`src/core/fpt_pkg.sv`:
```
// Package for the fan power and tach controller: register map, timing, types.
// Assumes a 40 MHz system clock and a 32-bit AXI4-Lite register bus.
package fpt_pkg;
  localparam int unsigned CLK_HZ         = 40_000_000;  // System clock rate
  localparam int unsigned NFAN           = 4;           // Fan channels
  localparam int unsigned PWM_HZ         = 18;          // Nominal switching rate
  localparam int unsigned PWM_STEPS      = 100;         // Duty steps per period
  localparam int unsigned MEAS_MS        = 125;         // Measurement window
  localparam int unsigned SPIN_MS        = 500;         // Start-up gap
  // Divider ticks: one duty step, rounded down
  localparam int unsigned STEP_CYC       = CLK_HZ / (PWM_HZ * PWM_STEPS);
  // Measurement window in cycles
  localparam int unsigned MEAS_CYC       = (CLK_HZ / 1000) * MEAS_MS;
  // Start-up gap in cycles
  localparam int unsigned SPIN_CYC       = (CLK_HZ / 1000) * SPIN_MS;
  // Tach timer tick rate: one tick per microsecond
  localparam int unsigned TICK_CYC       = CLK_HZ / 1_000_000;
  localparam logic [7:0]  PWR_FULL       = 8'h64;       // 100 percent
  localparam logic [7:0]  GLITCH_RST     = 8'h01;       // Filter delay, ticks
  localparam logic [15:0] FAILSAFE_RST   = 16'h0000;    // Fail-safe interval, ms
  // Register byte offsets
  localparam logic [7:0] ADDR_PWR0     = 8'h00;  // Fan power 0..3 at +4 each
  localparam logic [7:0] ADDR_REPORT   = 8'h10;  // Report enable bits [3:0]
  localparam logic [7:0] ADDR_FSEN     = 8'h14;  // Fail-safe enable bits [3:0]
  localparam logic [7:0] ADDR_FSTIME   = 8'h18;  // Fail-safe interval ms [15:0]
  localparam logic [7:0] ADDR_GLITCH   = 8'h1C;  // Glitch filter ticks [7:0]
  localparam logic [7:0] ADDR_STATUS   = 8'h20;  // Sticky events, W1C
  localparam logic [7:0] ADDR_MASK     = 8'h24;  // Interrupt mask
  localparam logic [7:0] ADDR_RESULT   = 8'h28;  // Last speed result
  localparam logic [7:0] ADDR_FANOUT   = 8'h2C;  // Live switch and fail-safe state
  // Status bit positions
  localparam int unsigned ST_RESULT   = 0;  // New speed result
  localparam int unsigned ST_FAILSAFE = 1;  // Fail-safe fired
  localparam int unsigned ST_STARTED  = 2;  // Start-up sequence done
  localparam logic [1:0] RESP_OKAY   = 2'b00;  // AXI okay
  localparam logic [1:0] RESP_SLVERR = 2'b10;  // AXI unmapped or read-only write

  // One speed result: fan index, tach cycles, 16-bit timer ticks
  typedef struct packed {
    logic [1:0]  fan;
    logic [7:0]  cycles;
    logic [15:0] ticks;
  } fpt_result_t;

  // Tach measurement sequencer states, Gray along IDLE-WAIT-COUNT-DONE; WAIT to DONE flips both bits
  typedef enum logic [1:0] {
    M_IDLE  = 2'b00,
    M_WAIT  = 2'b01,
    M_COUNT = 2'b11,
    M_DONE  = 2'b10
  } fpt_mstate_t;

  // Byte address to word index
  function automatic logic [5:0] fpt_word(input logic [7:0] a);
    return a[7:2];
  endfunction
endpackage

```
`src/core/fpt_top.sv`:
```
// Fan power and tach controller top: AXI4-Lite registers, four PWM channels,
// rotating tach measurement, fail-safe and staggered start-up.
// Assumes tach pins are asynchronous and fan switches are open-drain.
//
// Decided for this implementation: the register addresses and register access over AXI4-Lite.
module fpt_top
  import fpt_pkg::*;
#(
  parameter int unsigned MEAS_CYCLES = MEAS_CYC,  // Window length, cycles
  parameter int unsigned SPIN_CYCLES = SPIN_CYC,  // Start-up gap, cycles
  parameter int unsigned MS_CYCLES   = CLK_HZ / 1000  // Fail-safe ms tick
) (
  input  wire logic        sys_clk,
  input  wire logic        rst,
  // AXI4-Lite slave
  input  wire logic [7:0]  s_axi_awaddr,
  input  wire logic        s_axi_awvalid,
  output logic             s_axi_awready,
  input  wire logic [31:0] s_axi_wdata,
  input  wire logic [3:0]  s_axi_wstrb,
  input  wire logic        s_axi_wvalid,
  output logic             s_axi_wready,
  output logic [1:0]       s_axi_bresp,
  output logic             s_axi_bvalid,
  input  wire logic        s_axi_bready,
  input  wire logic [7:0]  s_axi_araddr,
  input  wire logic        s_axi_arvalid,
  output logic             s_axi_arready,
  output logic [31:0]      s_axi_rdata,
  output logic [1:0]       s_axi_rresp,
  output logic             s_axi_rvalid,
  input  wire logic        s_axi_rready,
  // Fans
  input  wire logic [3:0]  tach_in,
  output logic [3:0]       fan_sw_oe,
  output logic [3:0]       fan_sw_o,
  output logic             irq
);
  logic [7:0]  pwr_q [NFAN];  // Power settings
  logic [3:0]  report_q;      // Report enables
  logic [3:0]  fsen_q;        // Fail-safe enables
  logic [15:0] fstime_q;      // Fail-safe interval
  logic [7:0]  glitch_q;      // Glitch filter ticks
  logic [2:0]  status_q;      // Sticky events
  logic [2:0]  mask_q;        // Interrupt mask
  fpt_result_t result_q;      // Last result
  logic [3:0]  fs_trip_q;     // Fail-safe forcing
  logic [3:0]  started_q;     // Fans released by start-up
  logic [3:0]  sw_on;         // Channel switch states
  logic [3:0]  tach_lvl;      // Synchronised tach
  logic        aw_hold_q;     // Write address captured
  logic        w_hold_q;      // Write data captured
  logic [7:0]  awaddr_q;      // Held write address
  logic [31:0] wdata_q;       // Held write data
  logic [3:0]  wstrb_q;       // Held strobes
  logic        wr_fire;       // Write performed this cycle
  logic        pwr_wr;        // A power register written
  logic [31:0] rd_word;       // Read mux
  logic        rd_ok;         // Read address mapped
  logic        wr_ok;         // Write address mapped and writable
  logic        ev_result;     // Result event pulse
  logic        ev_fail;       // Fail-safe event pulse
  logic        ev_start;      // Start-up done pulse
  // Step divider for PWM phase
  logic [15:0] step_cnt_q;
  logic        step_en;
  always_ff @(posedge sys_clk or posedge rst) begin
    if (rst) begin
      step_cnt_q <= 16'h0000;
    end else begin
      step_cnt_q <= step_en ? 16'h0000 : step_cnt_q + 16'h0001;
    end
  end
  assign step_en = (step_cnt_q == 16'(STEP_CYC - 1));
  // Microsecond tick for tach timing
  logic [5:0] tick_cnt_q;
  logic       tick_en;
  always_ff @(posedge sys_clk or posedge rst) begin
    if (rst) begin
      tick_cnt_q <= 6'h00;
    end else begin
      tick_cnt_q <= tick_en ? 6'h00 : tick_cnt_q + 6'h01;
    end
  end
  assign tick_en = (tick_cnt_q == 6'(TICK_CYC - 1));
  // Write channel capture, either order
  always_ff @(posedge sys_clk or posedge rst) begin
    if (rst) begin
      aw_hold_q <= 1'b0;
      w_hold_q  <= 1'b0;
      awaddr_q  <= 8'h00;
      wdata_q   <= 32'h0000_0000;
      wstrb_q   <= 4'h0;
    end else begin
      if (s_axi_awvalid && s_axi_awready) begin
        aw_hold_q <= 1'b1;
        awaddr_q  <= s_axi_awaddr;
      end else if (wr_fire) begin
        aw_hold_q <= 1'b0;
      end
      if (s_axi_wvalid && s_axi_wready) begin
        w_hold_q <= 1'b1;
        wdata_q  <= s_axi_wdata;
        wstrb_q  <= s_axi_wstrb;
      end else if (wr_fire) begin
        w_hold_q <= 1'b0;
      end
    end
  end
  assign wr_fire = aw_hold_q && w_hold_q && !s_axi_bvalid;
  // Ready and response flags
  always_ff @(posedge sys_clk or posedge rst) begin
    if (rst) begin
      s_axi_awready <= 1'b0;
      s_axi_wready  <= 1'b0;
      s_axi_bvalid  <= 1'b0;
      s_axi_bresp   <= RESP_OKAY;
    end else begin
      s_axi_awready <= !aw_hold_q && !(s_axi_awvalid && s_axi_awready);
      s_axi_wready  <= !w_hold_q && !(s_axi_wvalid && s_axi_wready);
      if (wr_fire) begin
        s_axi_bvalid <= 1'b1;
        s_axi_bresp  <= wr_ok ? RESP_OKAY : RESP_SLVERR;
      end else if (s_axi_bready) begin
        s_axi_bvalid <= 1'b0;
      end
    end
  end
  assign wr_ok  = (awaddr_q <= ADDR_FANOUT) && (awaddr_q != ADDR_RESULT)
                  && (awaddr_q != ADDR_FANOUT);
  assign pwr_wr = wr_fire && (fpt_word(awaddr_q) < 6'(NFAN)) && wstrb_q[0];
  // Configuration registers; power defaults to full
  always_ff @(posedge sys_clk or posedge rst) begin
    if (rst) begin
      for (int i = 0; i < NFAN; i++) begin
        pwr_q[i] <= PWR_FULL;
      end
      report_q <= 4'h0;
      fsen_q   <= 4'h0;
      fstime_q <= FAILSAFE_RST;
      glitch_q <= GLITCH_RST;
      mask_q   <= 3'h0;
    end else if (wr_fire && wstrb_q[0]) begin
      if (pwr_wr) begin
        pwr_q[awaddr_q[3:2]] <=
          (wdata_q[7:0] > PWR_FULL) ? PWR_FULL : wdata_q[7:0];
      end
      if (awaddr_q == ADDR_REPORT) report_q <= wdata_q[3:0];
      if (awaddr_q == ADDR_FSEN)   fsen_q   <= wdata_q[3:0];
      if (awaddr_q == ADDR_GLITCH) glitch_q <= wdata_q[7:0];
      if (awaddr_q == ADDR_MASK)   mask_q   <= wdata_q[2:0];
      if (awaddr_q == ADDR_FSTIME) begin
        fstime_q <= {wstrb_q[1] ? wdata_q[15:8] : fstime_q[15:8], wdata_q[7:0]};
      end
    end
  end
  // Sticky status, set wins over write-one-clear
  always_ff @(posedge sys_clk or posedge rst) begin
    if (rst) begin
      status_q <= 3'h0;
    end else begin
      status_q <= (status_q & ~((wr_fire && wstrb_q[0] && awaddr_q == ADDR_STATUS)
                                ? wdata_q[2:0] : 3'h0))
                  | {ev_start, ev_fail, ev_result};
    end
  end
  // Read channel, one-cycle answer
  always_comb begin
    rd_word = 32'h0000_0000;
    rd_ok   = 1'b1;
    unique case (s_axi_araddr)
      ADDR_PWR0, ADDR_PWR0 + 8'h04, ADDR_PWR0 + 8'h08, ADDR_PWR0 + 8'h0C: begin
        rd_word = {24'h0, pwr_q[s_axi_araddr[3:2]]};
      end
      ADDR_REPORT: rd_word = {28'h0, report_q};
      ADDR_FSEN:   rd_word = {28'h0, fsen_q};
      ADDR_FSTIME: rd_word = {16'h0, fstime_q};
      ADDR_GLITCH: rd_word = {24'h0, glitch_q};
      ADDR_STATUS: rd_word = {29'h0, status_q};
      ADDR_MASK:   rd_word = {29'h0, mask_q};
      ADDR_RESULT: rd_word = {6'h0, result_q};
      ADDR_FANOUT: rd_word = {20'h0, started_q, fs_trip_q, sw_on};
      default:     rd_ok   = 1'b0;
    endcase
  end
  // Read handshake
  always_ff @(posedge sys_clk or posedge rst) begin
    if (rst) begin
      s_axi_arready <= 1'b0;
      s_axi_rvalid  <= 1'b0;
      s_axi_rdata   <= 32'h0000_0000;
      s_axi_rresp   <= RESP_OKAY;
    end else begin
      s_axi_arready <= !s_axi_rvalid && !(s_axi_arvalid && s_axi_arready);
      if (s_axi_arvalid && s_axi_arready) begin
        s_axi_rvalid <= 1'b1;
        s_axi_rdata  <= rd_word;
        s_axi_rresp  <= rd_ok ? RESP_OKAY : RESP_SLVERR;
      end else if (s_axi_rready) begin
        s_axi_rvalid <= 1'b0;
      end
    end
  end
  // Fail-safe interval timer, restarted by any power write
  logic [15:0] fs_ms_q;
  logic [31:0] fs_div_q;
  always_ff @(posedge sys_clk or posedge rst) begin
    if (rst) begin
      fs_ms_q   <= 16'h0000;
      fs_div_q  <= 32'h0000_0000;
      fs_trip_q <= 4'h0;
      ev_fail   <= 1'b0;
    end else begin
      ev_fail <= 1'b0;
      if (pwr_wr) begin
        fs_ms_q   <= 16'h0000;
        fs_div_q  <= 32'h0000_0000;
        fs_trip_q <= 4'h0;
      end else if (fstime_q != 16'h0000 && fs_ms_q < fstime_q) begin
        fs_div_q <= (fs_div_q == MS_CYCLES - 1) ? 32'h0000_0000 : fs_div_q + 32'h1;
        if (fs_div_q == MS_CYCLES - 1) fs_ms_q <= fs_ms_q + 16'h0001;
      end else if (fstime_q != 16'h0000 && (fs_trip_q != fsen_q)) begin
        fs_trip_q <= fsen_q;
        ev_fail   <= |fsen_q;
      end
    end
  end
  // Staggered start: one fan released per gap
  logic [31:0] spin_q;
  always_ff @(posedge sys_clk or posedge rst) begin
    if (rst) begin
      spin_q    <= 32'h0000_0000;
      started_q <= 4'h0;
      ev_start  <= 1'b0;
    end else begin
      ev_start <= 1'b0;
      if (!started_q[3]) begin
        spin_q <= (spin_q == SPIN_CYCLES - 1) ? 32'h0000_0000 : spin_q + 32'h1;
        if (spin_q == SPIN_CYCLES - 1 || started_q == 4'h0) begin
          started_q <= {started_q[2:0], 1'b1};
          ev_start  <= (started_q == 4'h7);
          spin_q    <= 32'h0000_0000;
        end
      end
    end
  end
  // Tach synchronisers, one per fan
  for (genvar g = 0; g < NFAN; g++) begin : g_sync
    fpt_sync u_sync (
      .sys_clk (sys_clk),
      .rst     (rst),
      .pin     (tach_in[g]),
      .level   (tach_lvl[g])
    );
  end
  // Measurement sequencer: rotate fans, 125 ms each
  fpt_mstate_t mst_q;
  logic [1:0]  mfan_q;     // Fan under measurement
  logic [31:0] win_q;      // Window cycle count
  logic [7:0]  gl_cnt_q;   // Glitch filter run
  logic        tach_filt_q; // Filtered tach
  logic [7:0]  cyc_q;      // Qualified edges
  logic [15:0] ticks_q;    // Ticks first to last edge
  logic [15:0] tsince_q;   // Ticks since first edge
  logic        stretch_q;  // Forced on for measurement
  logic        tedge;
  assign tedge = (tach_lvl[mfan_q] != tach_filt_q) && (gl_cnt_q >= glitch_q);
  // Glitch filter on the selected tach
  always_ff @(posedge sys_clk or posedge rst) begin
    if (rst) begin
      gl_cnt_q    <= 8'h00;
      tach_filt_q <= 1'b0;
    end else if (tach_lvl[mfan_q] == tach_filt_q) begin
      gl_cnt_q <= 8'h00;
    end else if (tedge) begin
      tach_filt_q <= tach_lvl[mfan_q];
      gl_cnt_q    <= 8'h00;
    end else if (tick_en) begin
      gl_cnt_q <= gl_cnt_q + 8'h01;
    end
  end
  // Sequencer and counters
  always_ff @(posedge sys_clk or posedge rst) begin
    if (rst) begin
      mst_q     <= M_IDLE;
      mfan_q    <= 2'h0;
      win_q     <= 32'h0000_0000;
      cyc_q     <= 8'h00;
      ticks_q   <= 16'h0000;
      tsince_q  <= 16'h0000;
      stretch_q <= 1'b0;
      result_q  <= '0;
      ev_result <= 1'b0;
    end else begin
      ev_result <= 1'b0;
      unique case (mst_q)
        M_IDLE: begin
          win_q    <= 32'h0000_0000;
          cyc_q    <= 8'h00;
          ticks_q  <= 16'h0000;
          tsince_q <= 16'h0000;
          stretch_q <= report_q[mfan_q];
          mst_q    <= M_WAIT;
        end
        M_WAIT, M_COUNT: begin
          win_q <= win_q + 32'h1;
          if (tick_en && cyc_q != 8'h00) tsince_q <= tsince_q + 16'h0001;
          if (tedge && tach_filt_q == 1'b0) begin
            cyc_q <= (cyc_q == 8'hFE) ? 8'hFE : cyc_q + 8'h01;
            ticks_q <= tsince_q;
            if (cyc_q >= 8'h01) begin
              stretch_q <= 1'b0;
              mst_q     <= M_COUNT;
            end
          end
          if (win_q == MEAS_CYCLES - 1) begin
            stretch_q <= 1'b0;
            mst_q     <= M_DONE;
          end
        end
        M_DONE: begin
          result_q  <= '{fan: mfan_q, cycles: cyc_q, ticks: ticks_q};
          ev_result <= report_q[mfan_q];
          mfan_q    <= mfan_q + 2'h1;
          mst_q     <= M_IDLE;
        end
      endcase
    end
  end
  // PWM channels with overrides
  for (genvar g = 0; g < NFAN; g++) begin : g_pwm
    fpt_pwm u_pwm (
      .sys_clk  (sys_clk),
      .rst      (rst),
      .step_en  (step_en),
      .duty     (started_q[g] ? pwr_q[g] : 8'h00),
      .force_on (started_q[g] && (fs_trip_q[g] || (stretch_q && mfan_q == 2'(g)))),
      .sw_on    (sw_on[g])
    );
  end

  // Open-drain switch pins and interrupt
  always_ff @(posedge sys_clk or posedge rst) begin
    if (rst) begin
      fan_sw_oe <= 4'h0;
      fan_sw_o  <= 4'h0;
      irq       <= 1'b0;
    end else begin
      fan_sw_oe <= sw_on;
      fan_sw_o  <= 4'h0;
      irq       <= |(status_q & mask_q);
    end
  end
endmodule

```
`src/core/fpt_pwm.sv`:
```
// One fan channel: duty-step PWM with stretch and force overrides.
// Assumes a step enable pulse from the top-level divider.
module fpt_pwm
  import fpt_pkg::*;
(
  input  wire logic       sys_clk,
  input  wire logic       rst,
  input  wire logic       step_en,
  input  wire logic [7:0] duty,
  input  wire logic       force_on,
  output logic            sw_on
);
  logic [6:0] phase_q;  // Step within the period

  // Step counter, 100 steps per period
  always_ff @(posedge sys_clk or posedge rst) begin
    if (rst) begin
      phase_q <= 7'h00;
    end else if (step_en) begin
      phase_q <= (phase_q == 7'(PWM_STEPS - 1)) ? 7'h00 : phase_q + 7'h01;
    end
  end

  // Switch closed while phase below duty or overridden
  always_ff @(posedge sys_clk or posedge rst) begin
    if (rst) begin
      sw_on <= 1'b0;
    end else begin
      sw_on <= force_on || ({1'b0, phase_q} < duty);
    end
  end
endmodule

```
`src/core/fpt_sync.sv`:
```
// Three-stage synchroniser with agreement filter for one pin input.
// Assumes the pin is asynchronous to sys_clk.
module fpt_sync (
  input  wire logic sys_clk,
  input  wire logic rst,
  input  wire logic pin,
  output logic      level
);
  logic s1_q;  // First stage, read by s2 only
  logic s2_q;  // Second stage
  logic s3_q;  // Third stage

  // Shift chain; level follows once stages two and three agree
  always_ff @(posedge sys_clk or posedge rst) begin
    if (rst) begin
      s1_q  <= 1'b0;
      s2_q  <= 1'b0;
      s3_q  <= 1'b0;
      level <= 1'b0;
    end else begin
      s1_q <= pin;
      s2_q <= s1_q;
      s3_q <= s2_q;
      if (s2_q == s3_q) begin
        level <= s3_q;
      end
    end
  end
endmodule

```
`config.mk`:
```
export PLATFORM = sky130hd
export DESIGN_NAME = fpt_top
export DESIGN_NICKNAME = d
export VERILOG_FILES = /design/src/core/fpt_pkg.sv /design/src/core/fpt_top.sv /design/src/core/fpt_pwm.sv /design/src/core/fpt_sync.sv
export SDC_FILE = /design/constraint.sdc
export NUM_CORES = 1
export LEC_CHECK = 0
export ABC_AREA = 1
export BUFFER_PORTS_ARGS = -buffer_cell sky130_fd_sc_hd__buf_2
export CAP_MARGIN = 20
export CORE_MARGIN = 8
export CORE_UTILIZATION = 35
export DETAILED_ROUTE_END_ITERATION = 10
export GPL_TIMING_DRIVEN = 1
export PLACE_DENSITY = 0.5
export SLEW_MARGIN = 10
export SYNTH_ARGS = -nofsm -noshare
export SYNTH_HDL_FRONTEND = slang
export SYNTH_SLANG_ARGS = --single-unit
```
`constraint.sdc`:
```
create_clock -name sys_clk -period 14.2 [get_ports sys_clk]
set_input_delay 1.42 -clock sys_clk [delete_from_list [all_inputs] [get_ports sys_clk]]
set_output_delay 1.42 -clock sys_clk [all_outputs]
set_load 0.05 [all_outputs]
```
# Word level (Yosys, flattened, before mapping)
# Cells that the tools add are included.
# totals
reg_bits,417
inputBits,63
wordCells,308
# op_classes
addsub,14
magnitude_cmp,14
n_eq_ne,48
muxes,71
bitwise_logic,9
n_reduce_logical,79
# op_table
operator,count
$pmux W26 S9,1
$mux W32,5
$mux W8,13
$add A32 B1 Y32 const B,3
$mux W16,6
$eq A8 B5 Y1 const B,8
$pmux W16 S2,2
$pmux W32 S2,1
$add A16 B1 Y16 const B,3
$eq A8 B6 Y1 const B,6
$bwmux W32,1
$eq A32 B16 Y1 const B,1
$eq A32 B23 Y1 const B,1
$eq A32 B25 Y1 const B,1
$lt A7 B8 Y1,4
$add A7 B1 Y7 const B,4
$eq A7 B7 Y1 const B,4
$logic_and A1 B1 Y1,28
$mux W7,4
$reduce_and A2 Y1,13
$mux W4,5
$mux W1,19
$add A8 B1 Y8 const B,2
$bmux W8 S2,1
other kinds (52),99

# Depth between registers and ports, before layout
# Gate-level depths: netlist (run 1).
# logic_depth
word_depth,8
depth_mapped,15
depth_no_buf,14

# By module
# Synthesis (run 1) repeated with hierarchy kept, for this count alone.
# unflattened
hier_cells,2875
hier_area_um2,22258.8
# by_module_without_submodules
module,n_inst,cells_per_inst,area_per_inst_um2
fpt_top,1,2535,19356.1
fpt_pwm,4,76,605.6
fpt_sync,4,9,120.1

# Worst setup path before layout (run 1)
# No wires, ideal clock.
# synth_path
path_kind,input-to-reg
from,input s_axi_araddr[1]
to,register s_axi_rdata[4]
setup_ns,0.066
arrival_time_ns,2.541
required_ns,14.134
setup_slack_ns,11.593
stages,7
path_buffers,0
path_cell_list,nor2_1 inv_1 nor4_1 o21ai_0 nand2_1 nand2_1 nand2_1
# synth_via
elab_chain_cells,3
elab_cells_between_ends,14
cone_classes,11 x eq/ne; 1 x mux; 2 x reduce/logical
# synth_rtl
element,line,source
from (decl),fpt_top.sv:26,"input wire logic [7:0] s_axi_araddr,"
$eq A8 B3 Y1 (tied with other cells),fpt_top.sv:171,unique case (s_axi_araddr)
$reduce_or A4 Y1,fpt_top.sv:171,
$pmux W26 S9 *,fpt_top.sv:171,
to (signal assigned),fpt_top.sv:197,s_axi_rdata <= rd_word;
to (decl),fpt_top.sv:29,"output logic [31:0] s_axi_rdata,"
# Mark *: on every way between the ends. The rest lies on a longest branch, timed or not.
# A chain may end at the register's enable or synchronous reset.

# Final worst setup path (run 1)
# layout_path
from,register s_axi_bvalid
to,register fs_div_q[1]
# layout_via
elab_chain_cells,5
elab_cells_between_ends,6
cone_classes,1 x mux; 5 x reduce/logical
# layout_rtl
element,line,source
from (decl),fpt_top.sv:24,"output logic s_axi_bvalid,"
from (signal assigned),fpt_top.sv:116,s_axi_bvalid <= 1'b0;
from (signal assigned),fpt_top.sv:122,s_axi_bvalid <= 1'b1;
from (signal assigned),fpt_top.sv:125,s_axi_bvalid <= 1'b0;
$logic_not A1 Y1 *,fpt_top.sv:110,assign wr_fire = aw_hold_q && w_hold_q && !s_axi_bvalid;
$logic_and A1 B1 Y1 *,fpt_top.sv:110,
$logic_and A1 B1 Y1 * (2 in series),fpt_top.sv:131,assign pwr_wr = wr_fire && (fpt_word(awaddr_q) < 6'(NFAN)) && wstrb_q[0];
$mux W32 or $reduce_bool A2 Y1 (tied branches),n/a,
to (signal assigned),fpt_top.sv:220,fs_div_q <= (fs_div_q == MS_CYCLES - 1) ? 32'h0000_0000 : fs_div_q + 32'h1;
to (decl),fpt_top.sv:206,logic [31:0] fs_div_q;
# Marked as above.

==> results.sh, run 1 <==
export IMPL_seqPwrFrac=0.424
export IMPL_timing_fmax_mhz=301.0
export IMPL_holdCritPathClass="reg2reg"
export IMPL_synth_adder_area_share=0.04093
export IMPL_antenna_found_initial=1
export IMPL_start_util=0.3533
export IMPL_cp_arrival_ns=3.80
export IMPL_via_per_inst=4.916
export IMPL_synthMuxAreaShare=0.01087
export IMPL_synth_compound_area_frac=0.09618
export IMPL_syn_avg_cell_area_sq_um=7.742
export IMPL_drt_iter0_markers=1358
export IMPL_tritoncts="done"
export IMPL_start_kind="flop"
export IMPL_whs_ns=0.3469
export IMPL_status="completed"
export IMPL_final_cell_mix="nand2_1, dfrtp_1, inv_1, nor2_1, o21ai_0"
export IMPL_finalHoldViolCount=0
export IMPL_p_per_area_mw_per_mm2=128.8
export IMPL_vdd_drop_max_mv=0.09080
export IMPL_grt_pass1_wl_um=98320
export IMPL_num_rows=91
export IMPL_crit_required_ns=14.68
export IMPL_dp_hpwl_um=43870
export IMPL_synth_top_family_by_area="simple AND/OR/NAND/NOR gates"
export IMPL_cts_buffer_depth=3
export IMPL_synthXorXnorAreaFrac=0.02415
export IMPL_grt_max_degree=177
export IMPL_grt_overflow_total=0
export IMPL_finalWorstSetupSlack_ns=10.88
export IMPL_tightest_slew_ns=0.9813
export IMPL_r2r_setup_slack_ns=10.88
export IMPL_critPathMaxFanout=58
export IMPL_p_leak_nw=11.56
export IMPL_nFillCells=6309
export IMPL_switching_share=0.3033
export IMPL_io_pins=113
export IMPL_rsz0062_at_grt="false"
export IMPL_r2r_end="fs_div_q[1]$_DFFE_PP0P_"
export IMPL_synthSimpleGateAreaFrac=0.2792
export IMPL_r2r_cells=12
export IMPL_netlist_area_sq_mm=0.02176
export IMPL_cts_sinks=409
export IMPL_tns_ns=0
export IMPL_clock_skew_ns=0.03228
export IMPL_end_kind="flop"
export IMPL_cts_root_buf="clkbuf_16"
export IMPL_cp_num_buf_inv=6
export IMPL_cp_endpoint="fs_div_q[1]$_DFFE_PP0P_"
export IMPL_antenna_left=0
export IMPL_clock_latency_ns=0.61
export IMPL_drv_cap=0
export IMPL_crit_family="buffers and inverters"
export IMPL_chipWidth_um=265.4
export IMPL_synth_seq_area_share=0.4710
export IMPL_first_pass_iters=5
export IMPL_fp_dieH_um=265.4
export IMPL_finalNetCount=3030
export IMPL_critPathMostFrequentCell="inv_1"
export IMPL_setup_viol=0
export IMPL_cts_resized=0
export IMPL_post_cts_buffers=0
export IMPL_min_period_ns=3.322
export IMPL_numCtsBuffers=50
export IMPL_crit_chain="inv_1 -> nand3_2 -> nor2_4 -> inv_1 -> nor2_4 -> buf_4 -> inv_2 -> nand2_2 -> buf_4 -> inv_1 -> nand2_1 -> nand2_1"
export IMPL_cp_num_cells=12
export IMPL_clockPowerShare=0.421
export IMPL_path_clk_slew_ns=0.05
export IMPL_final_common_cell="nand2_1"
export IMPL_final_max_slew_viol_count=0
export IMPL_ys_warn_count=0
export IMPL_p_sw_uw=969.4
export IMPL_dp_slack_ns=10.31
export IMPL_dr_total_vias=18560
export IMPL_hold_buffers=0
export IMPL_yosys_cell_types_count=51
export IMPL_drc=0
export IMPL_wl_per_cell_um=15.95
export IMPL_syn_inst=2811
export IMPL_drive_gt1_frac=0.08676
export IMPL_worstSetupStartpoint="s_axi_bvalid$_DFFE_PP0P_"
export IMPL_critical_path_class="reg2reg"
export IMPL_synth_seq_cells=409
export IMPL_gr_usage_all_layers=0.1701
export IMPL_r2r_start="s_axi_bvalid$_DFFE_PP0P_"
export IMPL_comb_power_share=0.155
export IMPL_io_buffers=82
export IMPL_die_area_sq_mm=0.07042
export IMPL_slowest_delay_ns=0.52
export IMPL_post_route_period_util=0.2339
export IMPL_syn_to_final_growth_pct=14.02
export IMPL_core_area_sq_mm=0.06160
export IMPL_max_slew_margin=0.3397
export IMPL_p_int_mw=2.227
export IMPL_grt_pass1_vias=18070
export IMPL_worstHoldPathCells=0
export IMPL_drt_total_wl_um=60230
export IMPL_place_gp_congestion=0.9191
export IMPL_n_antenna_cell=0
export IMPL_htreeDepth=2
export IMPL_crit_slowest_cell="buf_4"
-- registers in the layout, indices dropped and copies added (netlist names), 16 cells and up --
signal	cells
pwr_q	32
fstime_q	16
fs_div_q	32
tsince_q	16
wdata_q	16
fs_ms_q	16
step_cnt_q	16
ticks_q	16
result_q	26
g_pwm.u_pwm.phase_q	28
spin_q	32
win_q	32
s_axi_rdata	26
-- worst register-to-register path, delay by kind of cell, from the launching register on --
family	cells	cell delay, ns
buffers and inverters	6	1.88
and+or+nand+nor	6	0.95
DFF	1	0.37
-- synth_stat cells, drive strengths merged --
cell       n  area share
ha        68       0.039
and3       5      0.0014
nor4      10      0.0032
o31a       1     0.00040
nand2    752        0.13
a22oi      4      0.0014
mux2      21       0.011
and2       2     0.00057
clkinv     3     0.00052
buf       39       0.011
nand3    168       0.039
o22ai     28      0.0080
or3        1     0.00029
nand3b     2     0.00069
xnor2     17      0.0068
xor2      43       0.017
nor3     106       0.025
nor3b      2     0.00069
nand4     65       0.020
o31ai      6      0.0021
maj3       4      0.0018
dfstp     13       0.016
o21bai     2     0.00069
inv      353       0.061
or2        7      0.0020
a31oi      9      0.0026
conb       1     0.00017
o21a       4      0.0014
a2111oi    1     0.00040
a22o       2     0.00081
a21oi    102       0.023
o2111ai    1     0.00040
nand2b     1     0.00029
nor2     306       0.056
clkbuf    31      0.0053
dfrtp    396        0.46
o21ai    235       0.055
-- area by class of cell --
| cell class | instances | area, sq um | area share |
|---|---|---|---|
| clock buffer | 67 | 1435 | 0.05784 |
| clock inverter | 25 | 305.3 | 0.01230 |
| inverter | 356 | 1344 | 0.05415 |
| multi-input combinational | 1987 | 9874 | 0.3979 |
| sequential | 409 | 10250 | 0.4131 |
| tap | 837 | 1047 | 0.04220 |
| timing repair buffer | 95 | 556.8 | 0.02244 |
-- power groups by stage --
stage	Sequential, mW	Clock [mW]	Combinational, mW
3_5_place_dp	1.37	0	0.496
6_report	1.35	1.34	0.497
5_1_grt	1.37	1.43	0.558
2_1_floorplan	1.37	0	0.338
3_3_place_gp	1.37	0	0.485
4_1_cts	1.35	1.39	0.499
-- worst min path at each step --
stage	startpoint	endpoint	slack, ns
floorplan	g_sync[0].u_sync.s1_q$_DFF_PP0_	g_sync[0].u_sync.s2_q$_DFF_PP0_	0.33
global placement	g_sync[1].u_sync.s1_q$_DFF_PP0_	g_sync[1].u_sync.s2_q$_DFF_PP0_	0.33
detailed placement	g_sync[0].u_sync.s1_q$_DFF_PP0_	g_sync[0].u_sync.s2_q$_DFF_PP0_	0.33
CTS	g_sync[0].u_sync.s1_q$_DFF_PP0_	g_sync[0].u_sync.s2_q$_DFF_PP0_	0.35
global route	g_sync[2].u_sync.s1_q$_DFF_PP0_	g_sync[2].u_sync.s2_q$_DFF_PP0_	0.36
finish	g_sync[0].u_sync.s1_q$_DFF_PP0_	g_sync[0].u_sync.s2_q$_DFF_PP0_	0.35
-- stage by stage --
step	utilization	cell area (sq um)	std cells	power [mW]
after global routing	0.4028	24810	3776	3.361
after detailed placement	0.3736	23010	3681	1.870
after floorplan	-	21800	2822	1.708
after global placement	0.3736	23010	3681	1.857
after CTS	0.4019	24760	3773	3.240
final	0.4028	24810	3776	3.196
-- cell families after synthesis --
logic type / count (synthesis)
and+or+nand+nor: 1427
buffers and inverters: 426
DFF: 409
AOI/OAI and AO/OA: 395
adders and majority gates: 72
xor gates and xnor gates: 60
muxes: 21
other: 1
-- per-layer routing --
layer	track usage	share of wire
met1	0.2464	0.50
met2	0.2599	0.43
met3	0.03177	0.053
met4	0.04281	0.018
met5	0	0
(Power assumes the default switching activity.)
==> run 2: changes to the inputs <==
PLACE_DENSITY = 0.51   (was 0.5)
clock period = 3 ns   (was 14.2 ns; I/O delays follow)
==> results.sh, run 2 (synthesis gave the netlist of run 1 again) <==
export IMPL_status="completed"
export IMPL_chipWidth_um=265.4
export IMPL_die_area_sq_mm=0.07042
export IMPL_rsz0062_at_grt="false"
export IMPL_drc=0
export IMPL_switching_share=0.3052
export IMPL_min_period_ns=2.607
export IMPL_critical_path_class="reg2reg"
export IMPL_first_pass_iters=5
export IMPL_dp_slack_ns=0.2120
export IMPL_hold_buffers=29
export IMPL_final_core_util=0.4088
export IMPL_finalHoldViolCount=0
export IMPL_drv_cap=0
export IMPL_worstSetupStartpoint="s_axi_arready$_DFF_PP0_"
export IMPL_crit_slowest_cell="a2111oi_1"
export IMPL_final_cell_mix="nand2_1, dfrtp_1, inv_1, nor2_1, o21ai_0"
export IMPL_stdcell_area_sq_mm=0.02518
export IMPL_holdCritPathClass="in2reg"
export IMPL_place_gp_congestion=0.8834
export IMPL_cts_root_buf="clkbuf_16"
export IMPL_drt_total_wl_um=60140
export IMPL_critPathMostFrequentCell="nand2_1"
export IMPL_drive_gt1_frac=0.08853
export IMPL_grt_max_degree=114
export IMPL_antenna_found_initial=0
export IMPL_p_per_area_mw_per_mm2=602.0
export IMPL_io_pins=113
export IMPL_path_clk_slew_ns=0.06
export IMPL_cp_num_buf_inv=1
export IMPL_core_area_sq_mm=0.06160
export IMPL_p_sw_mw=4.627
export IMPL_htreeDepth=2
export IMPL_cp_num_cells=5
export IMPL_critPathMaxFanout=12
export IMPL_place_inst=3699
export IMPL_whs_ns=0.01159
export IMPL_gr_usage_all_layers=0.1691
export IMPL_finalNetCount=3074
export IMPL_post_cts_buffers=0
export IMPL_p_int_mw=10.53
export IMPL_tritoncts="done"
export IMPL_finalWorstSetupSlack_ns=0.3933
export IMPL_num_rows=91
export IMPL_timing_fmax_mhz=383.6
export IMPL_end_kind="flop"
export IMPL_comb_power_share=0.166
export IMPL_antenna_left=0
export IMPL_p_leak_nw=11.73
export IMPL_post_route_period_util=0.8689
export IMPL_cts_buffer_depth=3
export IMPL_hold_start="s_axi_wdata[2]"
export IMPL_via_per_inst=4.893
export IMPL_tns_ns=0
export IMPL_final_max_slew_viol_count=0
export IMPL_setup_viol=0
export IMPL_final_common_cell="nand2_1"
export IMPL_wl_per_cell_um=15.75
export IMPL_clockPowerShare=0.412
export IMPL_crit_required_ns=3.50
export IMPL_start_util=0.3533
export IMPL_fp_dieH_um=265.4
export IMPL_max_slew_margin=0.2994
export IMPL_dp_hpwl_um=44260
export IMPL_r2r_cells=5
export IMPL_vdd_drop_max_mv=0.5392
export IMPL_io_buffers=82
export IMPL_grt_pass1_wl_um=98390
export IMPL_dr_total_vias=18690
export IMPL_clock_latency_ns=0.59
export IMPL_r2r_start="s_axi_arready$_DFF_PP0_"
export IMPL_worstHoldPathCells=3
export IMPL_start_kind="flop"
export IMPL_cts_resized=0
export IMPL_crit_family="compound AO/OA/AOI/OAI gates"
export IMPL_drt_iter0_markers=1357
export IMPL_tightest_slew_ns=1.048
export IMPL_numCtsBuffers=49
export IMPL_crit_chain="nand2_1 -> a2111oi_1 -> buf_4 -> nand2_1 -> o21ai_0"
export IMPL_cp_arrival_ns=3.11
export IMPL_finalPower_mw=15.16
export IMPL_n_antenna_cell=0
export IMPL_grt_pass1_vias=18320
export IMPL_seqPwrFrac=0.422
export IMPL_grt_overflow_total=0
export IMPL_dpl_instance_area_sq_mm=0.02320
export IMPL_syn_to_final_growth_pct=15.71
export IMPL_cts_sinks=409
export IMPL_clock_skew_ns=0.02534
export IMPL_slowest_delay_ns=1.10
export IMPL_fin_cells=3819
[run 2: power by group through the flow]
stage / registers (mW) / clock network, mW / logic, mW
after floorplan: 6.49 / 0 / 1.60
after global placement: 6.48 / 0 / 2.43
after detailed placement: 6.50 / 0 / 2.48
after CTS: 6.40 / 6.43 / 2.52
after global routing: 6.46 / 6.63 / 2.83
final: 6.40 / 6.25 / 2.51
[run 2: layer usage]
metal | part of all wire | up-vias | GRT usage
met4 | 0.022 | 0 | 0.04385
met5 | 0 | - | 0
met1 | 0.48 | 8887 | 0.2363
met3 | 0.049 | 89 | 0.03167
met2 | 0.45 | 347 | 0.2679
li1 | - | 9364 | -
[run 2: worst register-to-register path, delay by kind of cell (launching register included)]
family	cells	cell delay [ns]
AO/OA/AOI/OAI	2	1.32
AND/OR/NAND/NOR	2	0.59
flip-flops	1	0.34
buffers and inverters	1	0.25
[run 2: path summary, 6_finish.rpt]
check                                                     end  slack (ns)
setup / recovery                  s_axi_rdata[17]$_DFFE_PP0P_        0.39
hold / removal                         wdata_q[2]$_DFFE_PP0P_        0.01
setup reg to reg                  s_axi_rdata[17]$_DFFE_PP0P_        0.39
hold reg to reg               g_sync[3].u_sync.s2_q$_DFF_PP0_        0.35
max in group asynchronous             step_cnt_q[6]$_DFF_PP0_        1.75
min in group asynchronous  g_sync[0].u_sync.level$_DFFE_PP0N_        0.28
[run 2: layout make-up]
cell class | count | area (sq um)
Tap cell | 837 | 1047
Multi-Input combinational cell | 1987 | 9876
Clock buffer | 65 | 1346
Inverter | 356 | 1340
Timing Repair Buffer | 140 | 1001
Fill cell | 6312 | 36420
Sequential cell | 409 | 10250
Clock inverter | 25 | 320.3
